===== config.mk =====
export PLATFORM = sky130hd
export DESIGN_NAME = dshp_top
export DESIGN_NICKNAME = d
export VERILOG_FILES = /design/src/inc/dshp_pkg.sv /design/src/hw/dshp_top.sv
export VERILOG_INCLUDE_DIRS = /design/src /design/src/inc
export SDC_FILE = /design/constraint.sdc
export NUM_CORES = 1
export LEC_CHECK = 0
export BUFFER_PORTS_ARGS = -buffer_cell sky130_fd_sc_hd__buf_2
export CORE_ASPECT_RATIO = 2
export CORE_UTILIZATION = 41
export CTS_CLUSTER_SIZE = 12
export DETAILED_ROUTE_END_ITERATION = 8
export GPL_ROUTABILITY_DRIVEN = 0
export SKIP_CTS_REPAIR_TIMING = 1
export SLEW_MARGIN = 0
export SYNTH_ARGS = -nofsm -noshare
export SYNTH_HDL_FRONTEND = slang
export SYNTH_SLANG_ARGS = --single-unit

===== constraint.sdc =====
create_clock -name CORE_CLK -period 19.45 [get_ports CORE_CLK]
set_input_delay 3.89 -clock CORE_CLK [delete_from_list [all_inputs] [get_ports CORE_CLK]]
set_output_delay 3.89 -clock CORE_CLK [all_outputs]
set_load 0.1 [all_outputs]

===== src/inc/dshp_defs.svh =====
// Constants for the sector header processor.
// Assumes a bit-serial disk stream with a bit clock; bytes are counted from it.
`ifndef DSHP_DEFS_SVH
`define DSHP_DEFS_SVH
// ----------------------------------------
// Commands (octal)
// ----------------------------------------
`define DSHP_CMD_FMT        6'o63
`define DSHP_CMD_WRDATA     6'o61
`define DSHP_CMD_RDHDR      6'o73
`define DSHP_CMD_RDDATA     6'o71
// ----------------------------------------
// Byte counts
// ----------------------------------------
`define DSHP_BC_SYNC_FMT    8'd39
`define DSHP_BC_RD_EN       8'd30
`define DSHP_BC_CYL_CMP     8'd2
`define DSHP_BC_ADR_CMP     8'd4
`define DSHP_BC_HDR_FOUND   8'd10
`define DSHP_BC_W1_END      8'd2
`define DSHP_BC_W2_END      8'd4
`define DSHP_BC_W3_END      8'd6
`define DSHP_BC_W4_END      8'd8
`define DSHP_BC_CRC_END     8'd10
// ----------------------------------------
// Data values
// ----------------------------------------
`define DSHP_SYNC_BYTE      8'h01
`define DSHP_CRC_INIT       16'hffff
`define DSHP_CRC_POLY       16'h1021
// ----------------------------------------
// APB map
// ----------------------------------------
`define DSHP_ADR_CTRL       12'h000
`define DSHP_ADR_DCYL       12'h004
`define DSHP_ADR_DSTK       12'h008
`define DSHP_ADR_STAT       12'h00c
`define DSHP_ADR_ERR1       12'h010
`define DSHP_ADR_HWORD      12'h014
`endif


===== src/inc/dshp_pkg.sv =====
// Types for the sector header processor.
// Assumes dshp_defs.svh for numeric constants.
package dshp_pkg;
  typedef enum logic [1:0] {DSHP_IDLE, DSHP_PRE, DSHP_HDR, DSHP_DONE} dshp_state_e;
  typedef struct packed {
    logic        psel;
    logic        penable;
    logic        pwrite;
    logic [11:0] paddr;
    logic [31:0] pwdata;
  } dshp_apb_req_s;
  typedef struct packed {
    logic [31:0] prdata;
    logic        pready;
    logic        pslverr;
  } dshp_apb_rsp_s;
endpackage


===== src/hw/dshp_top.sv =====
// Sector header processor: pre-header sync, five header words,
// compares, CRC check and header-found flag.
// Assumes DISK_* and controller clocks are asynchronous pins.
//
// Functional notes
// - Four commands: 63, 61, 73, 71
// - Format writes sync byte at 39
// - Load strobe after sync leaves register
// - Cylinder word: write clock before start, no sync clock
// - Format shifts out cylinder address
// - Sector/track word: sync clock, write clock
// - Format shifts out sector/track word
// - Key field sync clock fetches word four
// - Format shifts words three and four
// - CRC fifth word bypasses shift register
// - Reads deserialise cylinder into buffer
// - Cylinder compare at byte count 02
// - Reads deserialise sector/track into buffer
// - Full address compare at count 04
// - Key words passed, never examined
// - Read header: sync clock per word one to four, none for CRC word
// - CRC error sets bit, else found; read header finds even on error
// - Read header: found at count 10
// - Read enable set at count 30
// - Sync detect: header area, clear counter
`timescale 1ns/1ps
`include "dshp_defs.svh"
module dshp_top
  import dshp_pkg::*;
(
  input  wire logic          CORE_CLK,
  input  wire logic          RST,
  input  wire dshp_pkg::dshp_apb_req_s APB_REQ,
  output dshp_pkg::dshp_apb_rsp_s      APB_RSP,
  input  wire logic          DISK_SECTOR,
  input  wire logic          DISK_BIT_CLK,
  input  wire logic          DISK_RD_BIT,
  output logic               DISK_WR_BIT,
  output logic               DISK_WR_GATE,
  input  wire logic [15:0]   CTRL_DATA_IN,
  input  wire logic          CTRL_WRITE_CLOCK,
  output logic [15:0]        CTRL_DATA_OUT,
  output logic               SYNC_CLOCK_TO_CONTROLLER,
  output logic               SHIFT_REG_LOAD_STROBE,
  output logic               CYLINDER_MATCH,
  output logic               FULL_ADDRESS_MATCH,
  output logic               HEADER_FOUND
);
  import dshp_pkg::*;

  // ----------------------------------------
  // Pin synchronisers
  // ----------------------------------------
  logic [2:0] sec_s, bclk_s, wclk_s;
  logic [1:0] rbit_s;
  always_ff @(posedge CORE_CLK or posedge RST)
    if (RST)
    begin
      sec_s  <= 3'h0;
      bclk_s <= 3'h0;
      wclk_s <= 3'h0;
      rbit_s <= 2'h0;
    end
    else
    begin
      sec_s  <= {sec_s[1:0], DISK_SECTOR};
      bclk_s <= {bclk_s[1:0], DISK_BIT_CLK};
      wclk_s <= {wclk_s[1:0], CTRL_WRITE_CLOCK};
      rbit_s <= {rbit_s[0], DISK_RD_BIT};
    end
  // Controller word crosses by two stages, like its write clock
  logic [15:0] din_s1, din_s2;
  always_ff @(posedge CORE_CLK or posedge RST)
    if (RST)
    begin
      din_s1 <= 16'h0;
      din_s2 <= 16'h0;
    end
    else
    begin
      din_s1 <= CTRL_DATA_IN;
      din_s2 <= din_s1;
    end
  // Edges read only second and third stages
  logic sector_p, bit_p, wclk_p, rd_bit;
  assign sector_p = sec_s[1] & ~sec_s[2];
  assign bit_p    = bclk_s[1] & ~bclk_s[2];
  assign wclk_p   = wclk_s[1] & ~wclk_s[2];
  assign rd_bit   = rbit_s[1];

  // ----------------------------------------
  // Registers
  // ----------------------------------------
  logic [5:0]  cmd_q;
  logic        go_q;
  logic [9:0]  dcyl_q;
  logic [15:0] dstk_q;
  logic        header_crc_error_bit_err_q;
  logic [15:0] buf_q;
  logic        apb_acc;
  // Writes land only at the completing edge, never twice
  assign apb_acc = APB_REQ.psel & APB_REQ.penable & APB_RSP.pready;
  // Only the four sector commands start anything
  logic cmd_ok, fmt, rd_hdr, chk_crc;
  assign cmd_ok  = (cmd_q == `DSHP_CMD_FMT) | (cmd_q == `DSHP_CMD_WRDATA) |
                   (cmd_q == `DSHP_CMD_RDHDR) | (cmd_q == `DSHP_CMD_RDDATA);
  assign fmt     = cmd_q == `DSHP_CMD_FMT;
  assign rd_hdr  = cmd_q == `DSHP_CMD_RDHDR;
  assign chk_crc = (cmd_q == `DSHP_CMD_WRDATA) | (cmd_q == `DSHP_CMD_RDDATA);

  // ----------------------------------------
  // Byte timing
  // ----------------------------------------
  dshp_state_e st_q;
  logic [2:0]  bit_cnt_q;
  logic [7:0]  byte_cnt_q;
  logic        byte_p;
  logic [15:0] sr_q;
  logic        sr_bit_out;
  logic [15:0] crc_q;
  logic        rd_en_q, area_q;
  logic        sync_seen;
  assign byte_p = bit_p & (bit_cnt_q == 3'h7);
  assign sync_seen = rd_en_q & ~area_q & bit_p & ({sr_q[6:0], rd_bit} == `DSHP_SYNC_BYTE);

  always_ff @(posedge CORE_CLK or posedge RST)
    if (RST)
      bit_cnt_q <= 3'h0;
    else if (sector_p | sync_seen)
      bit_cnt_q <= 3'h0;
    else if (bit_p)
      bit_cnt_q <= bit_cnt_q + 3'h1;

  always_ff @(posedge CORE_CLK or posedge RST)
    if (RST)
      byte_cnt_q <= 8'h0;
    else if (sector_p | sync_seen)
      byte_cnt_q <= 8'h0;
    else if (fmt && st_q == DSHP_PRE && byte_p && byte_cnt_q == `DSHP_BC_SYNC_FMT)
      byte_cnt_q <= 8'h0;
    else if (byte_p)
      byte_cnt_q <= byte_cnt_q + 8'h1;

  // ----------------------------------------
  // Sequencer
  // ----------------------------------------
  always_ff @(posedge CORE_CLK or posedge RST)
    if (RST)
      st_q <= DSHP_IDLE;
    else
      unique case (st_q)
        DSHP_IDLE: if (go_q && cmd_ok && sector_p) st_q <= DSHP_PRE;
        DSHP_PRE:
          if ((fmt && byte_p && byte_cnt_q == `DSHP_BC_SYNC_FMT) || sync_seen)
            st_q <= DSHP_HDR;
        DSHP_HDR: if (byte_p && byte_cnt_q == `DSHP_BC_CRC_END - 8'h1) st_q <= DSHP_DONE;
        DSHP_DONE: if (!go_q) st_q <= DSHP_IDLE;
      endcase

  logic in_hdr, word_end, hdr_word_end;
  assign in_hdr   = st_q == DSHP_HDR;
  assign word_end = byte_p & byte_cnt_q[0];
  assign hdr_word_end = in_hdr & word_end & (byte_cnt_q < `DSHP_BC_W4_END);

  always_ff @(posedge CORE_CLK or posedge RST)
    if (RST)
      rd_en_q <= 1'b0;
    else if (st_q == DSHP_IDLE)
      rd_en_q <= 1'b0;
    else if (!fmt && st_q == DSHP_PRE && byte_p && byte_cnt_q == `DSHP_BC_RD_EN - 8'h1)
      rd_en_q <= 1'b1;

  always_ff @(posedge CORE_CLK or posedge RST)
    if (RST)
      area_q <= 1'b0;
    else if (st_q == DSHP_IDLE)
      area_q <= 1'b0;
    else if (sync_seen)
      area_q <= 1'b1;

  // ----------------------------------------
  // Shift register and CRC
  // ----------------------------------------
  logic load_sr;
  // load after sync, then per word
  assign load_sr = fmt & ((st_q == DSHP_PRE && byte_p && byte_cnt_q == `DSHP_BC_SYNC_FMT) |
                          (in_hdr && word_end && byte_cnt_q < `DSHP_BC_W4_END - 8'h1));
  assign sr_bit_out = sr_q[15];
  logic crc_phase;
  assign crc_phase = in_hdr & (byte_cnt_q >= `DSHP_BC_W4_END);

  always_ff @(posedge CORE_CLK or posedge RST)
    if (RST)
      sr_q <= 16'h0;
    else if (sector_p)
      sr_q <= 16'h0;
    else if (fmt && st_q == DSHP_PRE && bit_p && byte_cnt_q == `DSHP_BC_SYNC_FMT - 8'h1 &&
             bit_cnt_q == 3'h7)
      sr_q <= {`DSHP_SYNC_BYTE, 8'h00};
    else if (load_sr)
      sr_q <= buf_q;
    else if (bit_p)
      sr_q <= {sr_q[14:0], fmt ? 1'b0 : rd_bit};

  logic crc_in, crc_fb;
  assign crc_in = fmt ? sr_bit_out : rd_bit;
  assign crc_fb = crc_q[15] ^ crc_in;
  always_ff @(posedge CORE_CLK or posedge RST)
    if (RST)
      crc_q <= `DSHP_CRC_INIT;
    else if (st_q != DSHP_HDR)
      crc_q <= `DSHP_CRC_INIT;
    else if (bit_p && fmt && crc_phase)
      crc_q <= {crc_q[14:0], 1'b0};
    else if (bit_p)
      crc_q <= {crc_q[14:0], 1'b0} ^ (crc_fb ? `DSHP_CRC_POLY : 16'h0);

  always_ff @(posedge CORE_CLK or posedge RST)
    if (RST)
    begin
      DISK_WR_BIT  <= 1'b0;
      DISK_WR_GATE <= 1'b0;
    end
    else
    begin
      DISK_WR_GATE <= fmt & (st_q == DSHP_PRE | in_hdr);
      DISK_WR_BIT  <= crc_phase ? crc_q[15] : sr_bit_out;
    end

  // ----------------------------------------
  // Data buffer and controller handshake
  // ----------------------------------------
  // key words buffered, not examined
  always_ff @(posedge CORE_CLK or posedge RST)
    if (RST)
      buf_q <= 16'h0;
    else if (fmt && wclk_p)
      buf_q <= din_s2;
    else if (!fmt && hdr_word_end)
      buf_q <= {sr_q[14:0], rd_bit};

  always_ff @(posedge CORE_CLK or posedge RST)
    if (RST)
      SYNC_CLOCK_TO_CONTROLLER <= 1'b0;
    else
      SYNC_CLOCK_TO_CONTROLLER <= (fmt & in_hdr & byte_p & ~byte_cnt_q[0] &
                                   (byte_cnt_q < `DSHP_BC_W3_END)) |
                                  (rd_hdr & hdr_word_end);

  always_ff @(posedge CORE_CLK or posedge RST)
    if (RST)
    begin
      SHIFT_REG_LOAD_STROBE <= 1'b0;
      CTRL_DATA_OUT         <= 16'h0;
    end
    else
    begin
      SHIFT_REG_LOAD_STROBE <= load_sr;
      CTRL_DATA_OUT         <= buf_q;
    end

  // ----------------------------------------
  // Compares and header found
  // ----------------------------------------
  logic cmp_edge;
  assign cmp_edge = !fmt & in_hdr & byte_p;
  always_ff @(posedge CORE_CLK or posedge RST)
    if (RST)
    begin
      CYLINDER_MATCH     <= 1'b0;
      FULL_ADDRESS_MATCH <= 1'b0;
    end
    else if (sector_p)
    begin
      CYLINDER_MATCH     <= 1'b0;
      FULL_ADDRESS_MATCH <= 1'b0;
    end
    else if (cmp_edge && byte_cnt_q == `DSHP_BC_CYL_CMP - 8'h1)
      CYLINDER_MATCH <= {sr_q[14:0], rd_bit} == {6'h00, dcyl_q};
    else if (cmp_edge && byte_cnt_q == `DSHP_BC_ADR_CMP - 8'h1)
      FULL_ADDRESS_MATCH <= CYLINDER_MATCH & ({sr_q[14:0], rd_bit} == dstk_q);

  logic crc_end, crc_good;
  assign crc_end  = !fmt & in_hdr & byte_p & (byte_cnt_q == `DSHP_BC_HDR_FOUND - 8'h1);
  assign crc_good = ({crc_q[14:0], 1'b0} ^ (crc_fb ? `DSHP_CRC_POLY : 16'h0)) == 16'h0;
  always_ff @(posedge CORE_CLK or posedge RST)
    if (RST)
      HEADER_FOUND <= 1'b0;
    else if (sector_p)
      HEADER_FOUND <= 1'b0;
    else if (crc_end && (rd_hdr || (chk_crc && crc_good)))
      HEADER_FOUND <= 1'b1;

  logic err_clr;
  assign err_clr = apb_acc & APB_REQ.pwrite & (APB_REQ.paddr == `DSHP_ADR_ERR1) & APB_REQ.pwdata[0];
  always_ff @(posedge CORE_CLK or posedge RST)
    if (RST)
      header_crc_error_bit_err_q <= 1'b0;
    else if (crc_end && (chk_crc || rd_hdr) && !crc_good)
      header_crc_error_bit_err_q <= 1'b1;
    else if (err_clr)
      header_crc_error_bit_err_q <= 1'b0;

  // ----------------------------------------
  // APB slave
  // ----------------------------------------
  always_ff @(posedge CORE_CLK or posedge RST)
    if (RST)
    begin
      cmd_q  <= 6'h0;
      go_q   <= 1'b0;
      dcyl_q <= 10'h0;
      dstk_q <= 16'h0;
    end
    else if (apb_acc && APB_REQ.pwrite)
      unique case (APB_REQ.paddr)
        `DSHP_ADR_CTRL:
        begin
          cmd_q <= APB_REQ.pwdata[5:0];
          go_q  <= APB_REQ.pwdata[8];
        end
        `DSHP_ADR_DCYL: dcyl_q <= APB_REQ.pwdata[9:0];
        `DSHP_ADR_DSTK: dstk_q <= APB_REQ.pwdata[15:0];
        default: ;
      endcase

  logic [31:0] rd_d;
  logic        err_d;
  always_comb
  begin
    rd_d  = 32'h0;
    err_d = 1'b0;
    unique case (APB_REQ.paddr)
      `DSHP_ADR_CTRL: rd_d = {23'h0, go_q, 2'h0, cmd_q};
      `DSHP_ADR_DCYL: rd_d = {22'h0, dcyl_q};
      `DSHP_ADR_DSTK: rd_d = {16'h0, dstk_q};
      `DSHP_ADR_STAT: rd_d = {25'h0, area_q, rd_en_q, HEADER_FOUND, FULL_ADDRESS_MATCH,
                              CYLINDER_MATCH, st_q};
      `DSHP_ADR_ERR1: rd_d = {31'h0, header_crc_error_bit_err_q};
      `DSHP_ADR_HWORD: rd_d = {16'h0, buf_q};
      default: err_d = 1'b1;
    endcase
  end

  // Registered answer: one wait state keeps prdata off a long path
  always_ff @(posedge CORE_CLK or posedge RST)
    if (RST)
      APB_RSP <= '0;
    else if (APB_REQ.psel && APB_REQ.penable && !APB_RSP.pready)
    begin
      APB_RSP.pready  <= 1'b1;
      APB_RSP.prdata  <= rd_d;
      APB_RSP.pslverr <= err_d;
    end
    else
      APB_RSP <= '0;
endmodule


==> results.ini, run 1 <==
[yosys]
async_flop_share_pct = 100.0
synth-seq-cells = 181
synth_top_area_cell = dfrtp_1
syn-cell-area_um2 = 7941
syn_inst = 698
avgSynthCellArea_um2 = 11.38
ys.flop_type = dfrtp_1
synth_most_common_cell = dfrtp_1
ys_seq_area_share_pct = 57.29
synth.distinct_cells = 55
ys_top_cells_by_count = 165 x dfrtp_1, 73 x nand2_1, 44 x nor2_1, 39 x mux2_2, 36 x nand3_1
synth_area_leaders = dfrtp_1 52%, mux2_2 5.5%, dfstp_2 5.3%
synth_top_area_share_pct = 51.99
synth-edff-count = 0
yosys_warnings = 0

[power_and_ir_drop]
power_density_nw_per_um2 = 85.40
pwr-share-clk_pct = 43.1
leakage_nw = 4.312
p_switching_mw = 0.1936
p_comb_share_pct = 6.6
vdd_drop_max_v = 0.00004924
power.share.switching_pct = 24.96
power.internal_mw = 0.5822
seqPwrFrac_pct = 50.3

[die]
die_h_um = 198.8
rows = 71
ioPinCount = 126
initial_core_util_pct = 41.97
die_area_um2 = 19960
core_um2 = 18920
die_x_um = 100.4

[clocking]
htreeDepth = 4
clock_latency_ps = 430
path_clk_slew_ps = 70
clock_path_buffers = 2
numCtsBuffers = 17
root_buffer = clkbuf_16
cts_tree = done
clock_sinks = 181

[flow_run]
cap_violations = 0

[cells_and_area]
final_cell_area_um2 = 9084
instances_no_fill = 1038
nets = 848
areaGrowthSynthToFinish_pct = 14.38
diodes = 0
drive_gt1_share_pct = 25.42

[critical_path]
slowest_delay_ps = 750
cpMaxStageDelayCell = nor2_2
cp_top_family = simple AND/OR/NAND/NOR gates
critical_path_buf_inv_count = 2
path_class = primary input to flop
startpoint_type = primary input
arrival_ps = 6340
crit_chain = buf_2 > nor4_1 > and4_1 > inv_1 > nor2_2 > mux2_2
end_kind = flop
crit_fanout = 16
cp.required_ps = 19760

[status]
run_status = completed

[timing]
setup-violations-final = 0
relSlewSlack_pct = 26.11
rsz0062_at_grt = false
min_period_ps = 6032
fin_worst_skew_ps = 12.70
finalHoldWorstSlack_ps = 345.1
tightest_slew_ps = 1105
finalHoldViolCount = 0
max_freq_ghz = 0.1658
fin_crit_sh_pct = 31.01
setup_tns_ps = 0
slew_violations = 0

[min_path]
holdCritPathClass = flop to flop

[placed_design]
place_area_um2 = 8511
hpwl_um = 14870
placed_cells = 1006
portBuffers = 93

[routing]
vias = 5663
drt_iter0_markers = 266
wirelength_um = 20370
vias_per_cell = 5.456
first_pass_iters = 6
ant_nets = 0
wl_per_cell_um = 19.63
route.detailed.drc = 0

[grt]
overflow = 0
grt_max_degree = 111
globalRouteTotalUtil_pct = 21.68
grt_pass1_vias = 5880
antenna_found_initial = 0
grt_pass1_wl_um = 32050

cells in the final DEF, fill, tap and decap left out, types with 7 or more instances in the layout:
cell type,count
nand4_1,15
conb_1,16
a21oi_1,21
nand3_1,36
o211ai_1,8
dfstp_2,16
xnor2_1,27
dfrtp_1,165
mux2_2,39
a31oi_1,9
o2111ai_1,16
o211ai_2,9
nor4_1,11
a22oi_1,8
nor2_1,44
o21ai_0,23
nand2_1,73
buf_2,93
ha_1,9
mux2i_1,26
xor2_1,7
clkbuf_16,18
nor2b_1,7
nor3_1,7
inv_1,16
power groups by stage:
stage	clock network (mW)	logic (mW)	registers [mW]
floorplan	0	0.0366	0.399
global placement	0	0.0509	0.397
detailed placement	0	0.0520	0.397
CTS	0.342	0.0521	0.390
global route	0.355	0.0559	0.391
finish	0.334	0.0516	0.390
metal layers:
layer	GRT usage (%)	share of wire [%]	up-vias
met5	0	0	-
met4	18.30	8.0	0
met3	3.373	2.7	70
met2	37.95	54	188
met1	22.26	35	2828
li1	-	-	2577
layout make-up:
class	instances	area, um2
clock inverter	8	60.06
fill	1762	9838
tap	255	319.1
inverter	17	68.82
timing repair buffer	98	503.0
clock buffer	24	513.0
sequential	181	4549
multi-input combinational	455	3070
sequential cells by signal, summed over array words and instances (netlist names), 2 cells and up:
name,flops
APB_RSP,18
CTRL_DATA_OUT,16
buf_q,16
crc_q,16
din_s1,16
din_s2,16
dstk_q,16
sr_q,16
dcyl_q,10
byte_cnt_q,8
cmd_q,6
bclk_s,3
bit_cnt_q,3
sec_s,3
wclk_s,3
rbit_s,2
st_q,2
cell families after synthesis:
group	count (synthesis)	synth area share (%)
AND/OR/NAND/NOR	223	13.96
multiplexers	66	9.091
buffers and inverters	77	4.821
AO/OA/AOI/OAI	107	9.627
XOR/XNOR	34	3.750
flip-flops	181	57.29
other	1	0.04722
adder cells (fa/ha/maj)	9	1.418
worst paths after layout:
check | from | end | slack (ps) | cells after the start
hold reg to reg | din_s1[11]$_DFF_PP0_ | din_s2[11]$_DFF_PP0_ | 350 | 0
min in group asynchronous | RST | APB_RSP[11]$_DFF_PP0_ | 3690 | 2
setup / recovery | APB_REQ[39] | dstk_q[9]$_DFFE_PP0P_ | 13420 | 6
hold / removal | din_s1[11]$_DFF_PP0_ | din_s2[11]$_DFF_PP0_ | 350 | 0
setup reg to reg | st_q[0]$_DFFE_PP0P_ | sr_q[12]$_DFFE_PP0P_ | 16020 | 6
max in group asynchronous | RST | buf_q[9]$_DFFE_PP0P_ | 14290 | 3
per-stage QoR:
step / total power [mW] / setup WS, ps / utilization [%]
finish: 0.7758 / 13420 / 48.01
global placement: 0.4478 / 13030 / 44.98
detailed placement: 0.4492 / 12970 / 44.98
global route: 0.8011 / 13210 / 48.01
floorplan: 0.4359 / 10670 / -
CTS: 0.7840 / 13430 / 48.01
Note: power is estimated with default switching activity, not from simulation.
==> inputs of run 2 (changes only) <==
==> constraint.sdc (replaced) <==
create_clock -name CORE_CLK -period 6.25 [get_ports CORE_CLK]
set_input_delay 1.25 -clock CORE_CLK [delete_from_list [all_inputs] [get_ports CORE_CLK]]
set_output_delay 1.25 -clock CORE_CLK [all_outputs]
set_load 0.1 [all_outputs]
==> run 2 against run 1 <==
  * Wire length shrank 0.77%
  * Total power grew to 3.0 times the previous value
  * First-iteration DRC count shrank 2.6%
  * Critical path depth is the same
  * Clock power grew to 2.9 times the previous value
  * Count of clock-buffer cells in the layout shrank 2
  * Final area shrank 0.48%
  * Global-route usage is essentially flat
  * Core utilization shrank 0.23 points
  * Worst setup slack lost 11000 ps
  * Die area is the same
  * Critical path type unchanged
==> results.ini, run 2 (same netlist as run 1, synthesis figures left out) <==
[grt]
grt_pass1_wl_um = 32150  ; was 32050 um
globalRouteTotalUtil_pct = 21.64  ; was 21.68%
grt_max_degree = 67  ; was 111
grt_pass1_vias = 5884  ; was 5880
overflow = 0  ; unchanged
antenna_found_initial = 0  ; unchanged

[timing]
finalHoldViolCount = 0  ; unchanged
setup-violations-final = 0  ; unchanged
min_period_ps = 3381
tightest_slew_ps = 1065  ; was 1105 ps
slew_violations = 0  ; unchanged
setup_tns_ps = 0  ; unchanged
rsz0062_at_grt = false  ; unchanged
max_freq_ghz = 0.2958
relSlewSlack_pct = 28.78  ; was 26.11%
fin_crit_sh_pct = 54.09
fin_worst_skew_ps = 9.445  ; was 12.70 ps

[die]
initial_core_util_pct = 41.97  ; unchanged
die_x_um = 100.4  ; unchanged
rows = 71  ; unchanged
die_area_um2 = 19960  ; unchanged
die_h_um = 198.8  ; unchanged
ioPinCount = 126  ; unchanged
core_um2 = 18920  ; unchanged

[clocking]
path_clk_slew_ps = 60  ; was 70 ps
numCtsBuffers = 17  ; unchanged
htreeDepth = 4  ; unchanged
clock_latency_ps = 430  ; about the same
cts_tree = done  ; unchanged
clock_sinks = 181  ; unchanged
clock_path_buffers = 2  ; unchanged
root_buffer = clkbuf_16  ; unchanged

[routing]
wirelength_um = 20220  ; was 20370 um
drt_iter0_markers = 259  ; was 266
wl_per_cell_um = 19.46  ; was 19.63 um
ant_nets = 0  ; unchanged
vias = 5665  ; was 5663
first_pass_iters = 4  ; was 6
route.detailed.drc = 0  ; unchanged
vias_per_cell = 5.452  ; was 5.456

[critical_path]
arrival_ps = 3690  ; was 6340 ps
ff2ff_path_depth = 6  ; unchanged
r2r-end = sr_q[11]$_DFFE_PP0P_  ; was sr_q[12]$_DFFE_PP0P_
timing.rr.start = st_q[0]$_DFFE_PP0P_  ; unchanged
path_class = primary input to flop  ; unchanged
crit_path_start = APB_REQ[39]  ; unchanged
cp.required_ps = 6560  ; was 19760 ps
cp-endpoint = dstk_q[9]$_DFFE_PP0P_  ; unchanged
crit_fanout = 16  ; unchanged
r2r_setup_slack_ps = 2870  ; was 16020 ps
startpoint_type = primary input  ; unchanged
end_kind = flop  ; unchanged

[status]
run_status = completed  ; unchanged

[cells_and_area]
largest_register_ffs = 18  ; unchanged
nets = 849  ; was 848
regMostFlops = APB_RSP  ; unchanged
areaGrowthSynthToFinish_pct = 13.83  ; was 14.38%
layout_common_cells = 165 x dfrtp_1, 93 x buf_2, 73 x nand2_1  ; unchanged
layout_commonest_cell = dfrtp_1  ; unchanged
drive_gt1_share_pct = 25.13  ; was 25.42%
final_cell_area_um2 = 9040  ; was 9084 um2
instances_no_fill = 1039  ; was 1038
diodes = 0  ; unchanged

[flow_run]
cap_violations = 0  ; unchanged

[min_path]
holdCritPathClass = flop to flop  ; unchanged

[power_and_ir_drop]
leakage_nw = 4.271  ; was 4.312 nW
vdd_drop_max_v = 0.0001690  ; was 0.00004924 V
power_density_nw_per_um2 = 259.3  ; was 85.40 nW/um2

[placed_design]
hpwl_um = 14900  ; was 14870 um
placed_cells = 1007  ; was 1006
portBuffers = 93  ; unchanged
place_area_um2 = 8518  ; was 8511 um2

[run 2: changes by cell type in the layout (fill, tap and decap cells not counted), sizes merged]
cell,change
clkbuf,-2
inv,-4
clkinvlp,+4
buf,+1
clkinv,+2
[run 2: how the worst min path moves through the flow]
stage,startpoint,end,cells past startpoint
2_1_floorplan,bclk_s[0]$_DFF_PP0_,bclk_s[1]$_DFF_PP0_,0
3_3_place_gp,din_s1[9]$_DFF_PP0_,din_s2[9]$_DFF_PP0_,0
3_5_place_dp,din_s1[3]$_DFF_PP0_,din_s2[3]$_DFF_PP0_,0
4_1_cts,din_s1[3]$_DFF_PP0_,din_s2[3]$_DFF_PP0_,0
5_1_grt,din_s1[6]$_DFF_PP0_,din_s2[6]$_DFF_PP0_,0
6_report,din_s1[3]$_DFF_PP0_,din_s2[3]$_DFF_PP0_,0
[run 2: cell type report]
class | count | area (um2)
fill | 1776 | 9882
sequential | 181 | 4549
multi-input combinational | 455 | 3070
timing repair buffer | 99 | 510.5
clock buffer | 22 | 444.2
tap | 255 | 319.1
clock inverter | 10 | 77.57
inverter | 17 | 68.82
[run 2: power breakdown]
group | switching [mW] | internal (mW)
logic | 0.124 | 0.0369
clock network | 0.456 | 0.512
registers | 0.0200 | 1.19
total | 0.601 | 1.74
[run 2: routing by layer]
layer / track usage [%] / vias to the layer above / routed length, um
li1: - / 2578 / -
met1: 22.22 / 2842 / 7023
met2: 38.28 / 174 / 11090
met3: 3.654 / 71 / 548
met4: 16.96 / 0 / 1555
met5: 0 / - / 0
[run 2: per-stage QoR]
stage	setup slack (ps)	hold WS (ps)	total power [mW]	util, %
6_report	2869	348.4	2.344	47.77
5_1_grt	2598	357.2	2.429	47.77
4_1_cts	2873	349.9	2.365	47.77
3_5_place_dp	2447	334.7	1.399	45.02
3_3_place_gp	2508	332.9	1.395	45.02
2_1_floorplan	111.2	331.2	1.357	-
[run 2: critical path, stage by stage]
cell    delay, ps
buf_2         100
nor4_1        420
and4_1        630
inv_1         110
nor2_2        750
mux2_2        420
